<file path="src/rtl/gpio_pkg.sv">
package gpio_pkg;

	// ------------------------------------------------------------
	// bus and register geometry
	// ------------------------------------------------------------
	localparam int ADDR_W   = 12;
	localparam int DATA_W   = 32;
	localparam int PORT_W   = 8;
	localparam int INDEX_W  = 8;

	// register indices, byte address is four times the index
	localparam logic [INDEX_W-1:0] ACT_IDX        = 8'h30;
	localparam logic [INDEX_W-1:0] A_DIR_IDX      = 8'he0;
	localparam logic [INDEX_W-1:0] A_DATA_IDX     = 8'he1;
	localparam logic [INDEX_W-1:0] A_INV_IDX      = 8'he2;
	localparam logic [INDEX_W-1:0] A_EVENTS_IDX   = 8'he3;
	localparam logic [INDEX_W-1:0] B_DIR_IDX      = 8'he4;
	localparam logic [INDEX_W-1:0] IRQ_STATUS_IDX = 8'hf0;
	localparam logic [INDEX_W-1:0] IRQ_MASK_IDX   = 8'hf1;

	// ------------------------------------------------------------
	// activation register fields and reset values
	// ------------------------------------------------------------
	localparam int ACT_A_BIT    = 0;
	localparam int ACT_B_BIT    = 1;
	localparam int ACT_HOST_BIT = 2;
	localparam int ACT_F_BIT    = 6;

	localparam logic [PORT_W-1:0] ACT_RESET    = 8'hdf;
	localparam logic [PORT_W-1:0] DIR_RESET    = 8'hff;
	localparam logic [PORT_W-1:0] DATA_RESET   = 8'h00;
	localparam logic [PORT_W-1:0] INV_RESET    = 8'h00;
	localparam logic [PORT_W-1:0] EVENTS_RESET = 8'h00;
	localparam logic [PORT_W-1:0] IRQ_RESET    = 8'h00;
	localparam logic [PORT_W-1:0] MASK_RESET   = 8'h00;

	// reset synchroniser lanes
	localparam int RST_RESUME = 0;
	localparam int RST_HOST   = 1;
	localparam int RST_PORT_A = 2;
	localparam int RST_PORT_B = 3;
	localparam int RST_LANES  = 4;

	// ------------------------------------------------------------
	// carriers
	// ------------------------------------------------------------
	typedef struct packed {
		logic              psel;
		logic              penable;
		logic              pwrite;
		logic [ADDR_W-1:0] paddr;
		logic [DATA_W-1:0] pwdata;
	} apb_req_type;

	typedef struct packed {
		logic [PORT_W-1:0] level;
		logic [PORT_W-1:0] edge_pulse;
		logic [PORT_W-1:0] status;
	} pin_event_type;

endpackage

</file>
<file path="src/rtl/gpio_port_pair_control.sv">
// Local design decision: register access over APB.
`timescale 1ns/10ps

// Summary of operation
// [RQ1] activation bits 6, 1, 0 enable ports
// [RQ2] activation resets DFh; host reset sets bit2
// [RQ3] port a direction: 0 output, 1 input; FFh
// [RQ4] port b direction same encoding, own reset
// [RQ5] output bits store, drive and read back
// [RQ6] input bits read pin; writes ignored
// [RQ7] inversion bit flips data versus pin
// [RQ8] edge on pin sets its status bit
// [RQ9] reading status clears the bits read
// [RQ10] port a registers use port a reset
// [RQ11] pins synchronised; set beats clearing read
module gpio_port_pair_control (
	input  wire logic                          pclk,
	input  wire logic                          presetn,
	input  wire logic                          psel,
	input  wire logic                          penable,
	input  wire logic                          pwrite,
	input  wire logic [gpio_pkg::ADDR_W-1:0]   paddr,
	input  wire logic [gpio_pkg::DATA_W-1:0]   pwdata,
	output logic      [gpio_pkg::DATA_W-1:0]   prdata,
	output logic                               pready,
	output logic                               pslverr,
	input  wire logic                          resume_well_reset_n,
	input  wire logic                          host_bus_reset_n,
	input  wire logic                          port_a_reset_n,
	input  wire logic                          port_b_reset_n,
	input  wire logic [gpio_pkg::PORT_W-1:0]   port_a_pins_in,
	output logic      [gpio_pkg::PORT_W-1:0]   port_a_pins_out,
	output logic      [gpio_pkg::PORT_W-1:0]   port_a_pins_oe,
	output logic      [gpio_pkg::PORT_W-1:0]   port_b_direction_out,
	output logic                               port_a_active,
	output logic                               port_b_active,
	output logic                               port_f_active,
	output logic                               irq
);

	// ------------------------------------------------------------
	// bus request carrier
	// ------------------------------------------------------------
	gpio_pkg::apb_req_type req;

	assign req.psel    = psel;
	assign req.penable = penable;
	assign req.pwrite  = pwrite;
	assign req.paddr   = paddr;
	assign req.pwdata  = pwdata;

	// ------------------------------------------------------------
	// reset input synchronisers
	// ------------------------------------------------------------
	logic [gpio_pkg::RST_LANES-1:0] rst_meta_reg;
	logic [gpio_pkg::RST_LANES-1:0] rst_sync_reg;
	logic [gpio_pkg::RST_LANES-1:0] rst_in_n;
	logic                           resume_rst;
	logic                           host_rst;
	logic                           port_a_rst;
	logic                           port_b_rst;

	assign rst_in_n[gpio_pkg::RST_RESUME] = resume_well_reset_n;
	assign rst_in_n[gpio_pkg::RST_HOST]   = host_bus_reset_n;
	assign rst_in_n[gpio_pkg::RST_PORT_A] = port_a_reset_n;
	assign rst_in_n[gpio_pkg::RST_PORT_B] = port_b_reset_n;

	always_ff @(posedge pclk or negedge presetn) begin
		if (!presetn) begin
			rst_meta_reg <= 4'h0;
			rst_sync_reg <= 4'h0;
		end else begin
			rst_meta_reg <= rst_in_n;
			rst_sync_reg <= rst_meta_reg;
		end
	end

	assign resume_rst = ~rst_sync_reg[gpio_pkg::RST_RESUME];
	assign host_rst   = ~rst_sync_reg[gpio_pkg::RST_HOST];
	assign port_a_rst = ~rst_sync_reg[gpio_pkg::RST_PORT_A];
	assign port_b_rst = ~rst_sync_reg[gpio_pkg::RST_PORT_B];

	// ------------------------------------------------------------
	// address decode
	// ------------------------------------------------------------
	logic                           pready_reg;
	logic                           pslverr_reg;
	logic [gpio_pkg::DATA_W-1:0]    prdata_reg;
	logic                           access_phase;
	logic                           first_access;
	logic                           commit;
	logic                           wr_commit;
	logic                           rd_commit;
	logic                           addr_ok;
	logic [gpio_pkg::INDEX_W-1:0]   word_index;
	logic                           hit_act;
	logic                           hit_a_dir;
	logic                           hit_a_data;
	logic                           hit_a_inv;
	logic                           hit_a_events;
	logic                           hit_b_dir;
	logic                           hit_irq_status;
	logic                           hit_irq_mask;
	logic                           hit_any;
	logic [gpio_pkg::PORT_W-1:0]    wbyte;

	assign access_phase = req.psel & req.penable;
	assign first_access = access_phase & ~pready_reg;
	assign commit       = access_phase & pready_reg;
	assign wr_commit    = commit & req.pwrite;
	assign rd_commit    = commit & ~req.pwrite;
	assign addr_ok      = (req.paddr[11:10] == 2'h0) & (req.paddr[1:0] == 2'h0);
	assign word_index   = req.paddr[9:2];
	assign wbyte        = req.pwdata[gpio_pkg::PORT_W-1:0];

	assign hit_act        = addr_ok & (word_index == gpio_pkg::ACT_IDX);
	assign hit_a_dir      = addr_ok & (word_index == gpio_pkg::A_DIR_IDX);
	assign hit_a_data     = addr_ok & (word_index == gpio_pkg::A_DATA_IDX);
	assign hit_a_inv      = addr_ok & (word_index == gpio_pkg::A_INV_IDX);
	assign hit_a_events   = addr_ok & (word_index == gpio_pkg::A_EVENTS_IDX);
	assign hit_b_dir      = addr_ok & (word_index == gpio_pkg::B_DIR_IDX);
	assign hit_irq_status = addr_ok & (word_index == gpio_pkg::IRQ_STATUS_IDX);
	assign hit_irq_mask   = addr_ok & (word_index == gpio_pkg::IRQ_MASK_IDX);
	assign hit_any        = hit_act | hit_a_dir | hit_a_data | hit_a_inv | hit_a_events
	                      | hit_b_dir | hit_irq_status | hit_irq_mask;

	// ------------------------------------------------------------
	// register storage
	// ------------------------------------------------------------
	logic [gpio_pkg::PORT_W-1:0]    act_reg;
	logic [gpio_pkg::PORT_W-1:0]    act_next;
	logic [gpio_pkg::PORT_W-1:0]    act_written;
	logic [gpio_pkg::PORT_W-1:0]    a_dir_reg;
	logic [gpio_pkg::PORT_W-1:0]    a_dir_next;
	logic [gpio_pkg::PORT_W-1:0]    a_data_reg;
	logic [gpio_pkg::PORT_W-1:0]    a_data_next;
	logic [gpio_pkg::PORT_W-1:0]    a_inv_reg;
	logic [gpio_pkg::PORT_W-1:0]    a_inv_next;
	logic [gpio_pkg::PORT_W-1:0]    b_dir_reg;
	logic [gpio_pkg::PORT_W-1:0]    b_dir_next;
	logic [gpio_pkg::PORT_W-1:0]    irq_status_reg;
	logic [gpio_pkg::PORT_W-1:0]    irq_status_next;
	logic [gpio_pkg::PORT_W-1:0]    irq_mask_reg;
	logic [gpio_pkg::PORT_W-1:0]    irq_mask_next;
	logic [gpio_pkg::PORT_W-1:0]    event_clear;
	logic [gpio_pkg::PORT_W-1:0]    irq_w1c;
	gpio_pkg::pin_event_type        a_events;

	// ------------------------------------------------------------
	// activation register
	// ------------------------------------------------------------
	assign act_written = (wr_commit & hit_act) ? wbyte : act_reg; // [RQ1]

	always_comb begin
		act_next = act_written;
		if (host_rst) begin
			act_next[gpio_pkg::ACT_HOST_BIT] = gpio_pkg::ACT_RESET[gpio_pkg::ACT_HOST_BIT]; // [RQ2]
		end
		if (resume_rst) begin
			act_next = gpio_pkg::ACT_RESET; // [RQ2]
		end
	end

	always_ff @(posedge pclk or negedge presetn) begin
		if (!presetn) begin
			act_reg <= gpio_pkg::ACT_RESET; // [RQ2]
		end else begin
			act_reg <= act_next;
		end
	end

	// ------------------------------------------------------------
	// port a direction, data and inversion
	// ------------------------------------------------------------
	assign a_dir_next = port_a_rst ? gpio_pkg::DIR_RESET // [RQ10]
	                  : (wr_commit & hit_a_dir) ? wbyte : a_dir_reg; // [RQ3]

	assign a_data_next = port_a_rst ? gpio_pkg::DATA_RESET // [RQ10]
	                   : (wr_commit & hit_a_data)
	                     ? ((a_data_reg & a_dir_reg) | (wbyte & ~a_dir_reg)) // [RQ6]
	                     : a_data_reg; // [RQ5]

	assign a_inv_next = port_a_rst ? gpio_pkg::INV_RESET // [RQ10]
	                  : (wr_commit & hit_a_inv) ? wbyte : a_inv_reg; // [RQ7]

	always_ff @(posedge pclk or negedge presetn) begin
		if (!presetn) begin
			a_dir_reg <= gpio_pkg::DIR_RESET; // [RQ3]
		end else begin
			a_dir_reg <= a_dir_next;
		end
	end

	always_ff @(posedge pclk or negedge presetn) begin
		if (!presetn) begin
			a_data_reg <= gpio_pkg::DATA_RESET; // [RQ5]
		end else begin
			a_data_reg <= a_data_next;
		end
	end

	always_ff @(posedge pclk or negedge presetn) begin
		if (!presetn) begin
			a_inv_reg <= gpio_pkg::INV_RESET; // [RQ7]
		end else begin
			a_inv_reg <= a_inv_next;
		end
	end

	// ------------------------------------------------------------
	// port b direction
	// ------------------------------------------------------------
	assign b_dir_next = port_b_rst ? gpio_pkg::DIR_RESET // [RQ4]
	                  : (wr_commit & hit_b_dir) ? wbyte : b_dir_reg; // [RQ4]

	always_ff @(posedge pclk or negedge presetn) begin
		if (!presetn) begin
			b_dir_reg <= gpio_pkg::DIR_RESET; // [RQ4]
		end else begin
			b_dir_reg <= b_dir_next;
		end
	end

	// ------------------------------------------------------------
	// port a edge events
	// ------------------------------------------------------------
	assign event_clear = (rd_commit & hit_a_events) ? prdata_reg[gpio_pkg::PORT_W-1:0]
	                                                : 8'h00; // [RQ9]

	edge_event_capture u_port_a_events (
		.pclk       (pclk),
		.presetn    (presetn),
		.clear_sync (port_a_rst),
		.enable     (act_reg[gpio_pkg::ACT_A_BIT]),
		.pin_async  (port_a_pins_in),
		.clear_bits (event_clear),
		.events     (a_events)
	);

	// ------------------------------------------------------------
	// interrupt status and mask
	// ------------------------------------------------------------
	assign irq_w1c = (wr_commit & hit_irq_status) ? wbyte : 8'h00;

	assign irq_status_next = a_events.edge_pulse | (irq_status_reg & ~irq_w1c);

	assign irq_mask_next = (wr_commit & hit_irq_mask) ? wbyte : irq_mask_reg;

	always_ff @(posedge pclk or negedge presetn) begin
		if (!presetn) begin
			irq_status_reg <= gpio_pkg::IRQ_RESET;
		end else begin
			irq_status_reg <= irq_status_next;
		end
	end

	always_ff @(posedge pclk or negedge presetn) begin
		if (!presetn) begin
			irq_mask_reg <= gpio_pkg::MASK_RESET;
		end else begin
			irq_mask_reg <= irq_mask_next;
		end
	end

	// ------------------------------------------------------------
	// read data selection
	// ------------------------------------------------------------
	logic [gpio_pkg::PORT_W-1:0] a_data_view;
	logic [gpio_pkg::PORT_W-1:0] read_byte;

	assign a_data_view = (a_data_reg & ~a_dir_reg) // [RQ5]
	                   | ((a_events.level ^ a_inv_reg) & a_dir_reg); // [RQ6] [RQ7]

	assign read_byte = hit_act        ? act_reg
	                 : hit_a_dir      ? a_dir_reg
	                 : hit_a_data     ? a_data_view
	                 : hit_a_inv      ? a_inv_reg
	                 : hit_a_events   ? a_events.status // [RQ8]
	                 : hit_b_dir      ? b_dir_reg
	                 : hit_irq_status ? irq_status_reg
	                 : hit_irq_mask   ? irq_mask_reg
	                 : 8'h00;

	// ------------------------------------------------------------
	// apb response, one wait state
	// ------------------------------------------------------------
	always_ff @(posedge pclk or negedge presetn) begin
		if (!presetn) begin
			pready_reg <= 1'b0;
		end else begin
			pready_reg <= first_access;
		end
	end

	always_ff @(posedge pclk or negedge presetn) begin
		if (!presetn) begin
			prdata_reg <= 32'h0000_0000;
		end else if (first_access) begin
			prdata_reg <= req.pwrite ? 32'h0000_0000 : {24'h00_0000, read_byte};
		end
	end

	always_ff @(posedge pclk or negedge presetn) begin
		if (!presetn) begin
			pslverr_reg <= 1'b0;
		end else begin
			pslverr_reg <= first_access & ~hit_any;
		end
	end

	assign prdata  = prdata_reg;
	assign pready  = pready_reg;
	assign pslverr = pslverr_reg;

	// ------------------------------------------------------------
	// pin and status outputs
	// ------------------------------------------------------------
	logic [gpio_pkg::PORT_W-1:0] pins_out_reg;
	logic [gpio_pkg::PORT_W-1:0] pins_oe_reg;
	logic                        irq_reg;

	always_ff @(posedge pclk or negedge presetn) begin
		if (!presetn) begin
			pins_out_reg <= 8'h00;
			pins_oe_reg  <= 8'h00;
		end else begin
			pins_out_reg <= a_data_reg ^ a_inv_reg; // [RQ7]
			pins_oe_reg  <= ~a_dir_reg & {8{act_reg[gpio_pkg::ACT_A_BIT]}}; // [RQ3] [RQ1]
		end
	end

	always_ff @(posedge pclk or negedge presetn) begin
		if (!presetn) begin
			irq_reg <= 1'b0;
		end else begin
			irq_reg <= |(irq_status_reg & irq_mask_reg);
		end
	end

	assign port_a_pins_out      = pins_out_reg;
	assign port_a_pins_oe       = pins_oe_reg;
	assign port_b_direction_out = b_dir_reg;
	assign port_a_active        = act_reg[gpio_pkg::ACT_A_BIT];
	assign port_b_active        = act_reg[gpio_pkg::ACT_B_BIT];
	assign port_f_active        = act_reg[gpio_pkg::ACT_F_BIT];
	assign irq                  = irq_reg;

endmodule

</file>
<file path="src/rtl/edge_event_capture.sv">
`timescale 1ns/10ps
module edge_event_capture (
	input  wire logic                          pclk,
	input  wire logic                          presetn,
	input  wire logic                          clear_sync,
	input  wire logic                          enable,
	input  wire logic [gpio_pkg::PORT_W-1:0]   pin_async,
	input  wire logic [gpio_pkg::PORT_W-1:0]   clear_bits,
	output gpio_pkg::pin_event_type            events
);

	// ------------------------------------------------------------
	// per pin synchroniser, edge detect and sticky status
	// ------------------------------------------------------------
	logic [gpio_pkg::PORT_W-1:0] meta_reg;
	logic [gpio_pkg::PORT_W-1:0] sync_reg;
	logic [gpio_pkg::PORT_W-1:0] prev_reg;
	logic [gpio_pkg::PORT_W-1:0] status_reg;
	logic [gpio_pkg::PORT_W-1:0] edge_pulse;
	logic [2:0]                  warm_reg;

	// edges count only once both history flops hold real pin samples
	always_ff @(posedge pclk or negedge presetn) begin
		if (!presetn) begin
			warm_reg <= 3'h0;
		end else begin
			warm_reg <= {warm_reg[1:0], 1'b1};
		end
	end

	genvar i;
	generate
		for (i = 0; i < gpio_pkg::PORT_W; i++) begin : g_bit
			assign edge_pulse[i] = enable & warm_reg[2] & (sync_reg[i] ^ prev_reg[i]); // [RQ8]
			always_ff @(posedge pclk or negedge presetn) begin
				if (!presetn) begin
					meta_reg[i]   <= 1'b0;
					sync_reg[i]   <= 1'b0;
					prev_reg[i]   <= 1'b0;
					status_reg[i] <= 1'b0;
				end else begin
					meta_reg[i] <= pin_async[i]; // [RQ11]
					sync_reg[i] <= meta_reg[i]; // [RQ11]
					prev_reg[i] <= sync_reg[i];
					if (clear_sync) begin
						status_reg[i] <= gpio_pkg::EVENTS_RESET[i]; // [RQ10]
					end else begin
						status_reg[i] <= edge_pulse[i] | (status_reg[i] & ~clear_bits[i]); // [RQ11]
					end
				end
			end
		end
	endgenerate

	assign events.level      = sync_reg;
	assign events.edge_pulse = edge_pulse;
	assign events.status     = status_reg;

endmodule

</file>
<file path="config.mk">
export PLATFORM = sky130hd
export DESIGN_NAME = gpio_port_pair_control
export DESIGN_NICKNAME = d
export VERILOG_FILES = /design/src/rtl/gpio_pkg.sv /design/src/rtl/gpio_port_pair_control.sv /design/src/rtl/edge_event_capture.sv
export SDC_FILE = /design/constraint.sdc
export NUM_CORES = 1
export LEC_CHECK = 0
export BUFFER_PORTS_ARGS = -buffer_cell sky130_fd_sc_hd__buf_2
export CORE_MARGIN = 10
export CORE_UTILIZATION = 54
export CTS_CLUSTER_DIAMETER = 200
export DETAILED_ROUTE_END_ITERATION = 6
export GPL_TIMING_DRIVEN = 0
export PLACE_DENSITY = 0.87
export SYNTH_ARGS = -nofsm -noshare
export SYNTH_HDL_FRONTEND = slang
export SYNTH_SLANG_ARGS = --single-unit
</file>
<file path="constraint.sdc">
create_clock -name pclk -period 2.05 [get_ports pclk]
set_input_delay 0.615 -clock pclk [delete_from_list [all_inputs] [get_ports pclk]]
set_output_delay 0.615 -clock pclk [all_outputs]
set_load 0.1 [all_outputs]
</file>
==> results of run 1 <==
==> synthesized netlist by cell type (3+ instances only) <==
cell type	n	area share
sky130_fd_sc_hd__a21o_1	8	0.010
sky130_fd_sc_hd__xor2_1	8	0.012
sky130_fd_sc_hd__and4_1	3	0.0046
sky130_fd_sc_hd__a2bb2oi_1	4	0.0061
sky130_fd_sc_hd__o31a_1	4	0.0061
sky130_fd_sc_hd__mux2i_1	11	0.019
sky130_fd_sc_hd__a222oi_1	4	0.0070
sky130_fd_sc_hd__a21oi_1	23	0.020
sky130_fd_sc_hd__dfstp_2	23	0.11
sky130_fd_sc_hd__xnor2_1	16	0.024
sky130_fd_sc_hd__buf_4	25	0.033
sky130_fd_sc_hd__nor4_2	4	0.0087
sky130_fd_sc_hd__o21ai_0	20	0.017
sky130_fd_sc_hd__a22oi_1	5	0.0066
sky130_fd_sc_hd__and3_1	4	0.0044
sky130_fd_sc_hd__buf_1	5	0.0033
sky130_fd_sc_hd__nor2_1	20	0.013
sky130_fd_sc_hd__nand4_1	6	0.0066
sky130_fd_sc_hd__nand2_1	96	0.063
sky130_fd_sc_hd__dfrtp_1	103	0.45
sky130_fd_sc_hd__mux2_2	6	0.012
sky130_fd_sc_hd__a211oi_1	8	0.010
sky130_fd_sc_hd__o211ai_1	4	0.0052
sky130_fd_sc_hd__o21a_1	8	0.010
sky130_fd_sc_hd__nor3_1	8	0.0070
sky130_fd_sc_hd__nor2b_1	21	0.023
sky130_fd_sc_hd__nand3_1	30	0.026
sky130_fd_sc_hd__a32o_1	4	0.0070
sky130_fd_sc_hd__and2_1	6	0.0066
sky130_fd_sc_hd__clkbuf_1	15	0.0098
sky130_fd_sc_hd__a32oi_1	4	0.0061
sky130_fd_sc_hd__a21boi_0	9	0.012
==> per-layer routing <==
layer  GRT usage  wire length, um  part of all wire  vias to the layer above
met5           0                0                 0                        -
met3      0.0734             1680              0.10                       33
met4       0.100              344             0.021                        0
met1       0.262             6220              0.38                     2340
li1            -                -                 -                     2113
met2       0.357             8140              0.50                      227
==> placed cells by master, fill, tap and decap left out, types with 5 or more instances in the layout <==
master | Yosys | routed
sky130_fd_sc_hd__xor2_1 | 8 | 8
sky130_fd_sc_hd__a211oi_1 | 8 | 8
sky130_fd_sc_hd__and2_1 | 6 | 6
sky130_fd_sc_hd__clkbuf_1 | 15 | 12
sky130_fd_sc_hd__nor2_1 | 20 | 19
sky130_fd_sc_hd__dfrtp_1 | 103 | 102
sky130_fd_sc_hd__a21boi_0 | 9 | 9
sky130_fd_sc_hd__conb_1 | 2 | 25
sky130_fd_sc_hd__clkbuf_16 | 0 | 16
sky130_fd_sc_hd__xnor2_1 | 16 | 16
sky130_fd_sc_hd__nand4_1 | 6 | 6
sky130_fd_sc_hd__dfstp_2 | 23 | 23
sky130_fd_sc_hd__buf_2 | 2 | 62
sky130_fd_sc_hd__o21ai_0 | 20 | 20
sky130_fd_sc_hd__o21a_1 | 8 | 8
sky130_fd_sc_hd__buf_4 | 25 | 48
sky130_fd_sc_hd__nor2b_1 | 21 | 21
sky130_fd_sc_hd__nand3_1 | 30 | 30
sky130_fd_sc_hd__nand2_1 | 96 | 94
sky130_fd_sc_hd__buf_1 | 5 | 5
sky130_fd_sc_hd__buf_6 | 2 | 5
sky130_fd_sc_hd__nor4_4 | 2 | 6
sky130_fd_sc_hd__nor3_1 | 8 | 8
sky130_fd_sc_hd__clkinv_4 | 0 | 5
sky130_fd_sc_hd__mux2_4 | 0 | 6
sky130_fd_sc_hd__mux2i_1 | 11 | 11
sky130_fd_sc_hd__a22oi_1 | 5 | 5
sky130_fd_sc_hd__a21o_1 | 8 | 8
sky130_fd_sc_hd__a21oi_1 | 23 | 23
==> cells by family after synthesis <==
family                 after synthesis
other                                2
XOR/XNOR                            24
buffers and inverters               50
AO/OA/AOI/OAI                      107
flip-flops                         126
multiplexers                        19
AND/OR/NAND/NOR                    213
==> power groups by stage <==
| stage | sequential (uW) | combinational, uW | clock [uW] |
|---|---|---|---|
| 2_1_floorplan | 2620 | 351 | 0 |
| 3_3_place_gp | 2610 | 519 | 0 |
| 3_5_place_dp | 2610 | 535 | 0 |
| 4_1_cts | 2570 | 542 | 2800 |
| 5_1_grt | 2570 | 582 | 2930 |
| 6_report | 2570 | 548 | 2790 |
==> metrics by stage <==
| step | hold WS, ns | setup WS, ns | total power [uW] | cells | area [um2] |
|---|---|---|---|---|---|
| finish | 0.184 | 0.0291 | 5910 | 819 | 7180 |
| CTS | 0.179 | 0.00621 | 5910 | 815 | 7100 |
| global placement | 0.332 | -1.32 | 3130 | 774 | 6410 |
| global route | 0.169 | 0.00304 | 6080 | 819 | 7180 |
| detailed placement | 0.335 | -0.759 | 3150 | 775 | 6440 |
| floorplan | 0.319 | -0.178 | 2970 | 564 | 5870 |
==> cell type report <==
cell class,instances,share of cell area
sequential,126,0.444
multi-input combinational,388,0.336
timing repair buffer,90,0.0783
clock buffer,18,0.0582
buffer,46,0.0412
tap,136,0.0237
clock inverter,14,0.0187
inverter,1,0.000523
==> what timing repair did <==
item	4_1_cts	5_1_grt
setup buffers	7	7
gates cloned	0	0
hold buffers	1	0
endpoints found under the setup margin	55	27
pin swaps	4	2
hold endpoints to repair	24	0
resized for setup	13	5
==> worst max path at each step <==
stage	endpoint	slack, ns	cells past startpoint
after floorplan	irq_status_reg[0]	-0.18	7
after global placement	pready	-1.32	1
after detailed placement	a_dir_reg[6]	-0.76	7
after CTS	a_dir_reg[6]	0.006	7
after global routing	prdata[0]	0.003	8
final	prdata[1]	0.03	1
==> reports/summary.txt, run 1 <==
Family with the most delay on the worst path -> buffers and inverters
Cells after synthesis -> 541
Depth of the worst hold-timing path -> 1
Max capacitance violation total -> 0
Number of flip-flops under the largest register name -> 16
Hold violation count in the final report -> 0
Clock share of power -> 0.473
Number of register bits inferred by synthesis -> 126
Buffer type at the clock tree root -> sky130_fd_sc_hd__clkbuf_8
Sequential group share of total power -> 0.435
Cells along the critical path -> buf_2
Unrepaired setup endpoints after global routing -> no
Y dimension of the die -> 123 um
Classification of the worst setup path -> register to primary output
Worst endpoint required time -> 1.43 ns
Cell-internal power -> 4290 uW
Post-synthesis instance area -> 5720 um2
Count of pins on the block boundary -> 123
Destination of the worst register-to-register timing path -> pslverr
Worst setup path startpoint -> prdata[1]
Number of failing setup endpoints in the final timing report -> 0
Setup Skew -> 0.0100 ns
Initial DRT Pass Iterations -> 6
Number of placement rows -> 37
Mean instance size in the synthesized netlist -> 10.6 um2
Critical hold path startpoint -> port_a_pins_in[3]
Xor-xnor portion of the synthesized cell area -> 0.0367
Area of the multi-input gates -> 2410 um2
Largest fanout of any net on the critical path -> 4
Compound-gate portion of the synthesized area -> 0.128
Largest net degree at the start of global routing -> 98
Max-slew headroom at the worst pin -> 0.564
Relative contribution of combinational cells to total power -> 0.093
Slew Viols, Final -> 0
Total leakage power -> 0.00337 uW
Adder-cell area share of the yosys netlist -> 0
Number of global-route vias before repair -> 4831
Slew at the pin closest to its max-slew limit -> 0.654 ns
Kind of capture point of the worst setup path -> primary output
Number of sinks on the clock net -> 126
Period Utilization, post-route -> 0.986
FF+latch area -> 3180 um2
Clock Latency Late Sink -> 0.54 ns
Worst setup slack for register-to-register paths -> 0.22 ns
Horizontal die dimension -> 123 um
Number of filler instances in the final layout -> 748
Count of input and output buffers -> 74
Area share of and/or/nand/nor cells after synthesis -> 0.191
Power dissipated by switching net loads -> 1620 uW
Synth warn -> 0
HPWL reported at the end of detailed placement -> 11600 um
H-tree depth -> 4
Fraction of registers with async set/reset -> 1.00
Net switching share of the total power -> 0.273
Kind of launch point of the worst setup path -> register
Starting DRC count in detailed routing -> 448
GR Overflow Total -> 0
Share of post-route cells with drive strength above 1 -> 0.287
Initial core utilization -> 0.554
Layout-stage area growth over the synthesis result -> 25.4%
Antenna Diode Count -> 0
Share of synthesized area occupied by flip-flops and latches -> 0.556
Status -> complete, no violations
Routability cong. -> 0.926
Fraction of synthesized area in multiplexers -> 0.0350
DR DRC count -> 0
Cell with the biggest individual delay on the critical path -> sky130_fd_sc_hd__buf_2
TritonCTS clock tree -> yes
Buf+Inv Stages, Crit Path -> 1
Minimum period implied by the final worst setup slack -> 2.02 ns
Final design utilization -> 0.695
Peak per-stage delay on the critical path -> 0.46 ns
Via/cell ratio -> 5.75
DRT Wirelength -> 16400 um
Maximum operating frequency -> 495 MHz
Clock buffer count from CTS -> 17
Routed wire length per instance -> 20.0 um
Worst-case hold path end point -> u_port_a_events.meta_reg[3]
Die area -> 15100 um2
Arr. time, crit path -> 1.41 ns
Peak supply drop -> 703 uV
Placeable Area -> 10300 um2
Count of antenna-violating nets left after detailed routing -> 0
Worst flop-to-flop path startpoint -> pready
Deepest clock path buffer count -> 2
Number of cell instances on the worst register-to-register path -> 4
Power per cell area -> 824 nW/um2
GRT Util Overall -> 0.220
Setup_tns -> 0 ns
Post-synth EDFFs -> 0
Prevailing post-synth register cell -> sky130_fd_sc_hd__dfrtp_1
Clock-pin slew on the worst setup and hold paths -> 0.06 ns
First-pass GRT wire length -> 25600 um
Classification of the worst-slack hold path -> primary input to register
Yosys cell types -> 51
Initial antenna violation count -> 0
Main combinational cell family by area after synthesis -> simple AND/OR/NAND/NOR gates
Number of vias after detailed routing -> 4713
Layout net count -> 731
(Power assumes the default switching activity.)
==> run 2, diff against run 1 <==
--- a/config.mk
+++ b/config.mk
@@ -6,12 +6,12 @@
 export NUM_CORES = 1
 export LEC_CHECK = 0
 export BUFFER_PORTS_ARGS = -buffer_cell sky130_fd_sc_hd__buf_2
-export CORE_MARGIN = 10
+export CORE_MARGIN = 5
 export CORE_UTILIZATION = 54
 export CTS_CLUSTER_DIAMETER = 200
 export DETAILED_ROUTE_END_ITERATION = 6
 export GPL_TIMING_DRIVEN = 0
-export PLACE_DENSITY = 0.87
+export PLACE_DENSITY = 0.79
 export SYNTH_ARGS = -nofsm -noshare
 export SYNTH_HDL_FRONTEND = slang
 export SYNTH_SLANG_ARGS = --single-unit
==> run 2 against run 1 <==
  * Wire length shrank 5.7%
  * Largest cell class unchanged
  * Power increased by 1.9%
  * Critical endpoint is now port_f_active
  * Maximum frequency up 0.60%
  * Count of clock-buffer cells in the layout is 8 higher
  * First-iteration DRC count shrank 0.67%
  * Cell count is 0.61% lower
  * Die area decreased by 16%
==> reports/summary.txt, run 2 (synthesis results as in run 1) <==
Period Utilization, post-route -> 0.980
Setup Skew -> 0.00543 ns
Starting DRC count in detailed routing -> 445
Die area -> 12800 um2
Peak per-stage delay on the critical path -> 0.56 ns
Horizontal die dimension -> 113 um
Routability cong. -> 0.924
Y dimension of the die -> 113 um
Count of pins on the block boundary -> 123
HPWL reported at the end of detailed placement -> 11100 um
Maximum operating frequency -> 498 MHz
Final WS setup -> 0.0411 ns
Max-slew headroom at the worst pin -> 0.586
Count of input and output buffers -> 74
Number of placement rows -> 37
DR DRC count -> 0
Arr. time, crit path -> 1.39 ns
Antenna Diode Count -> 0
Routed wire length per instance -> 19.0 um
Clock Latency Late Sink -> 0.53 ns
Largest net degree at the start of global routing -> 66
Number of vias after detailed routing -> 4659
Cell with the biggest individual delay on the critical path -> sky130_fd_sc_hd__dfstp_2
Unrepaired setup endpoints after global routing -> no
Placed cell areas -> 6440 um2
Buf+Inv Stages, Crit Path -> 1
Slew at the pin closest to its max-slew limit -> 0.619 ns
Number of global-route vias before repair -> 4689
Power per cell area -> 840 nW/um2
Initial DRT Pass Iterations -> 7
Status -> complete, no violations
Minimum period implied by the final worst setup slack -> 2.01 ns
Number of hold-repair buffers added at the cts stage -> 0
Max capacitance violation total -> 0
Worst endpoint required time -> 1.43 ns
Clock buffer count from CTS -> 17
Clock-pin slew on the worst setup and hold paths -> 0.06 ns
Post-layout instance area -> 7160 um2
Count of antenna-violating nets left after detailed routing -> 0
Family with the most delay on the worst path -> flip-flops
Share of post-route cells with drive strength above 1 -> 0.274
Layout net count -> 726
Layout-stage area growth over the synthesis result -> 25.2%
Initial core utilization -> 0.554
GRT Util Overall -> 0.255
Classification of the worst-slack hold path -> primary input to asynchronous set/reset pin
Cells along the critical path -> buf_4
Kind of launch point of the worst setup path -> register
Placeable Area -> 10300 um2
Number of flip-flops under the largest register name -> 16
Deepest clock path buffer count -> 2
First-pass GRT wire length -> 24900 um
Total power consumption of the routed design -> 6020 uW
Tightest hold margin -> 0.0448 ns
Classification of the worst setup path -> register to primary output
Total leakage power -> 0.00335 uW
Most common cell after layout, fill and taps aside -> sky130_fd_sc_hd__dfrtp_1
Number of failing setup endpoints in the final timing report -> 0
Post-Place Setup Slack -> -0.739 ns
GR Overflow Total -> 0
Initial antenna violation count -> 0
TritonCTS clock tree -> yes
DRT Wirelength -> 15400 um
Slew Viols, Final -> 0
Buffer type at the clock tree root -> sky130_fd_sc_hd__clkbuf_8
Highest-count cells in the layout ignoring fill and taps -> sky130_fd_sc_hd__dfrtp_1, sky130_fd_sc_hd__nand2_1, sky130_fd_sc_hd__buf_2
Kind of capture point of the worst setup path -> primary output
Hold violation count in the final report -> 0
Largest fanout of any net on the critical path -> 3
Final design utilization -> 0.694
Via/cell ratio -> 5.72
H-tree depth -> 4
Peak supply drop -> 642 uV
Number of sinks on the clock net -> 126
Worst setup slack for register-to-register paths -> 0.19 ns
==> run 2: worst paths after layout <==
path                                                  start                          end  cells past startpoint
worst max-delay path                             act_reg[6]                port_f_active                      1
min in group pclk                            port_b_reset_n              rst_meta_reg[3]                      1
worst max register to register                       pready                a_data_reg[6]                      6
worst min register to register  u_port_a_events.meta_reg[3]   u_port_a_events.events[19]                      0
worst min-delay path                                presetn  u_port_a_events.meta_reg[0]                      1
max in group asynchronous                           presetn      port_b_direction_out[2]                      2
==> run 2: per-stage QoR <==
| step | setup TNS (ns) | std cells |
|---|---|---|
| after floorplan | -5.56 | 564 |
| after global placement | -163.60 | 774 |
| after global routing | 0 | 814 |
| after CTS | 0 | 809 |
| after detailed placement | -34.53 | 775 |
| final | 0 | 814 |
==> run 2: repair_timing <==
action                                  in CTS  in global routing
gates resized for setup                     13                  5
pin swaps                                    1                  4
setup buffers                                2                  6
endpoints found under the setup margin      36                 43
gates cloned                                 0                  1
endpoints found under the hold margin        0                  0
==> run 2: metal layers <==
metal	wire, um	track usage	share of wire
met5	0	0	0
met4	522	0.109	0.034
met3	1290	0.0733	0.083
met2	7450	0.406	0.48
met1	6190	0.326	0.40
==> run 2: power breakdown <==
| part | internal [uW] | switching (uW) | total [uW] |
|---|---|---|---|
| logic | 128 | 414 | 542 |
| clock network | 1890 | 1030 | 2910 |
| registers | 2540 | 26.6 | 2570 |
==> run 2: area by class of cell <==
cell class,count,area [um2]
timing repair buffer,84,527
buffer,47,295
multi-input combinational,388,2400
fill,763,3160
sequential,126,3180
inverter,1,3.75
clock inverter,6,82.6
tap,136,170
clock buffer,26,498
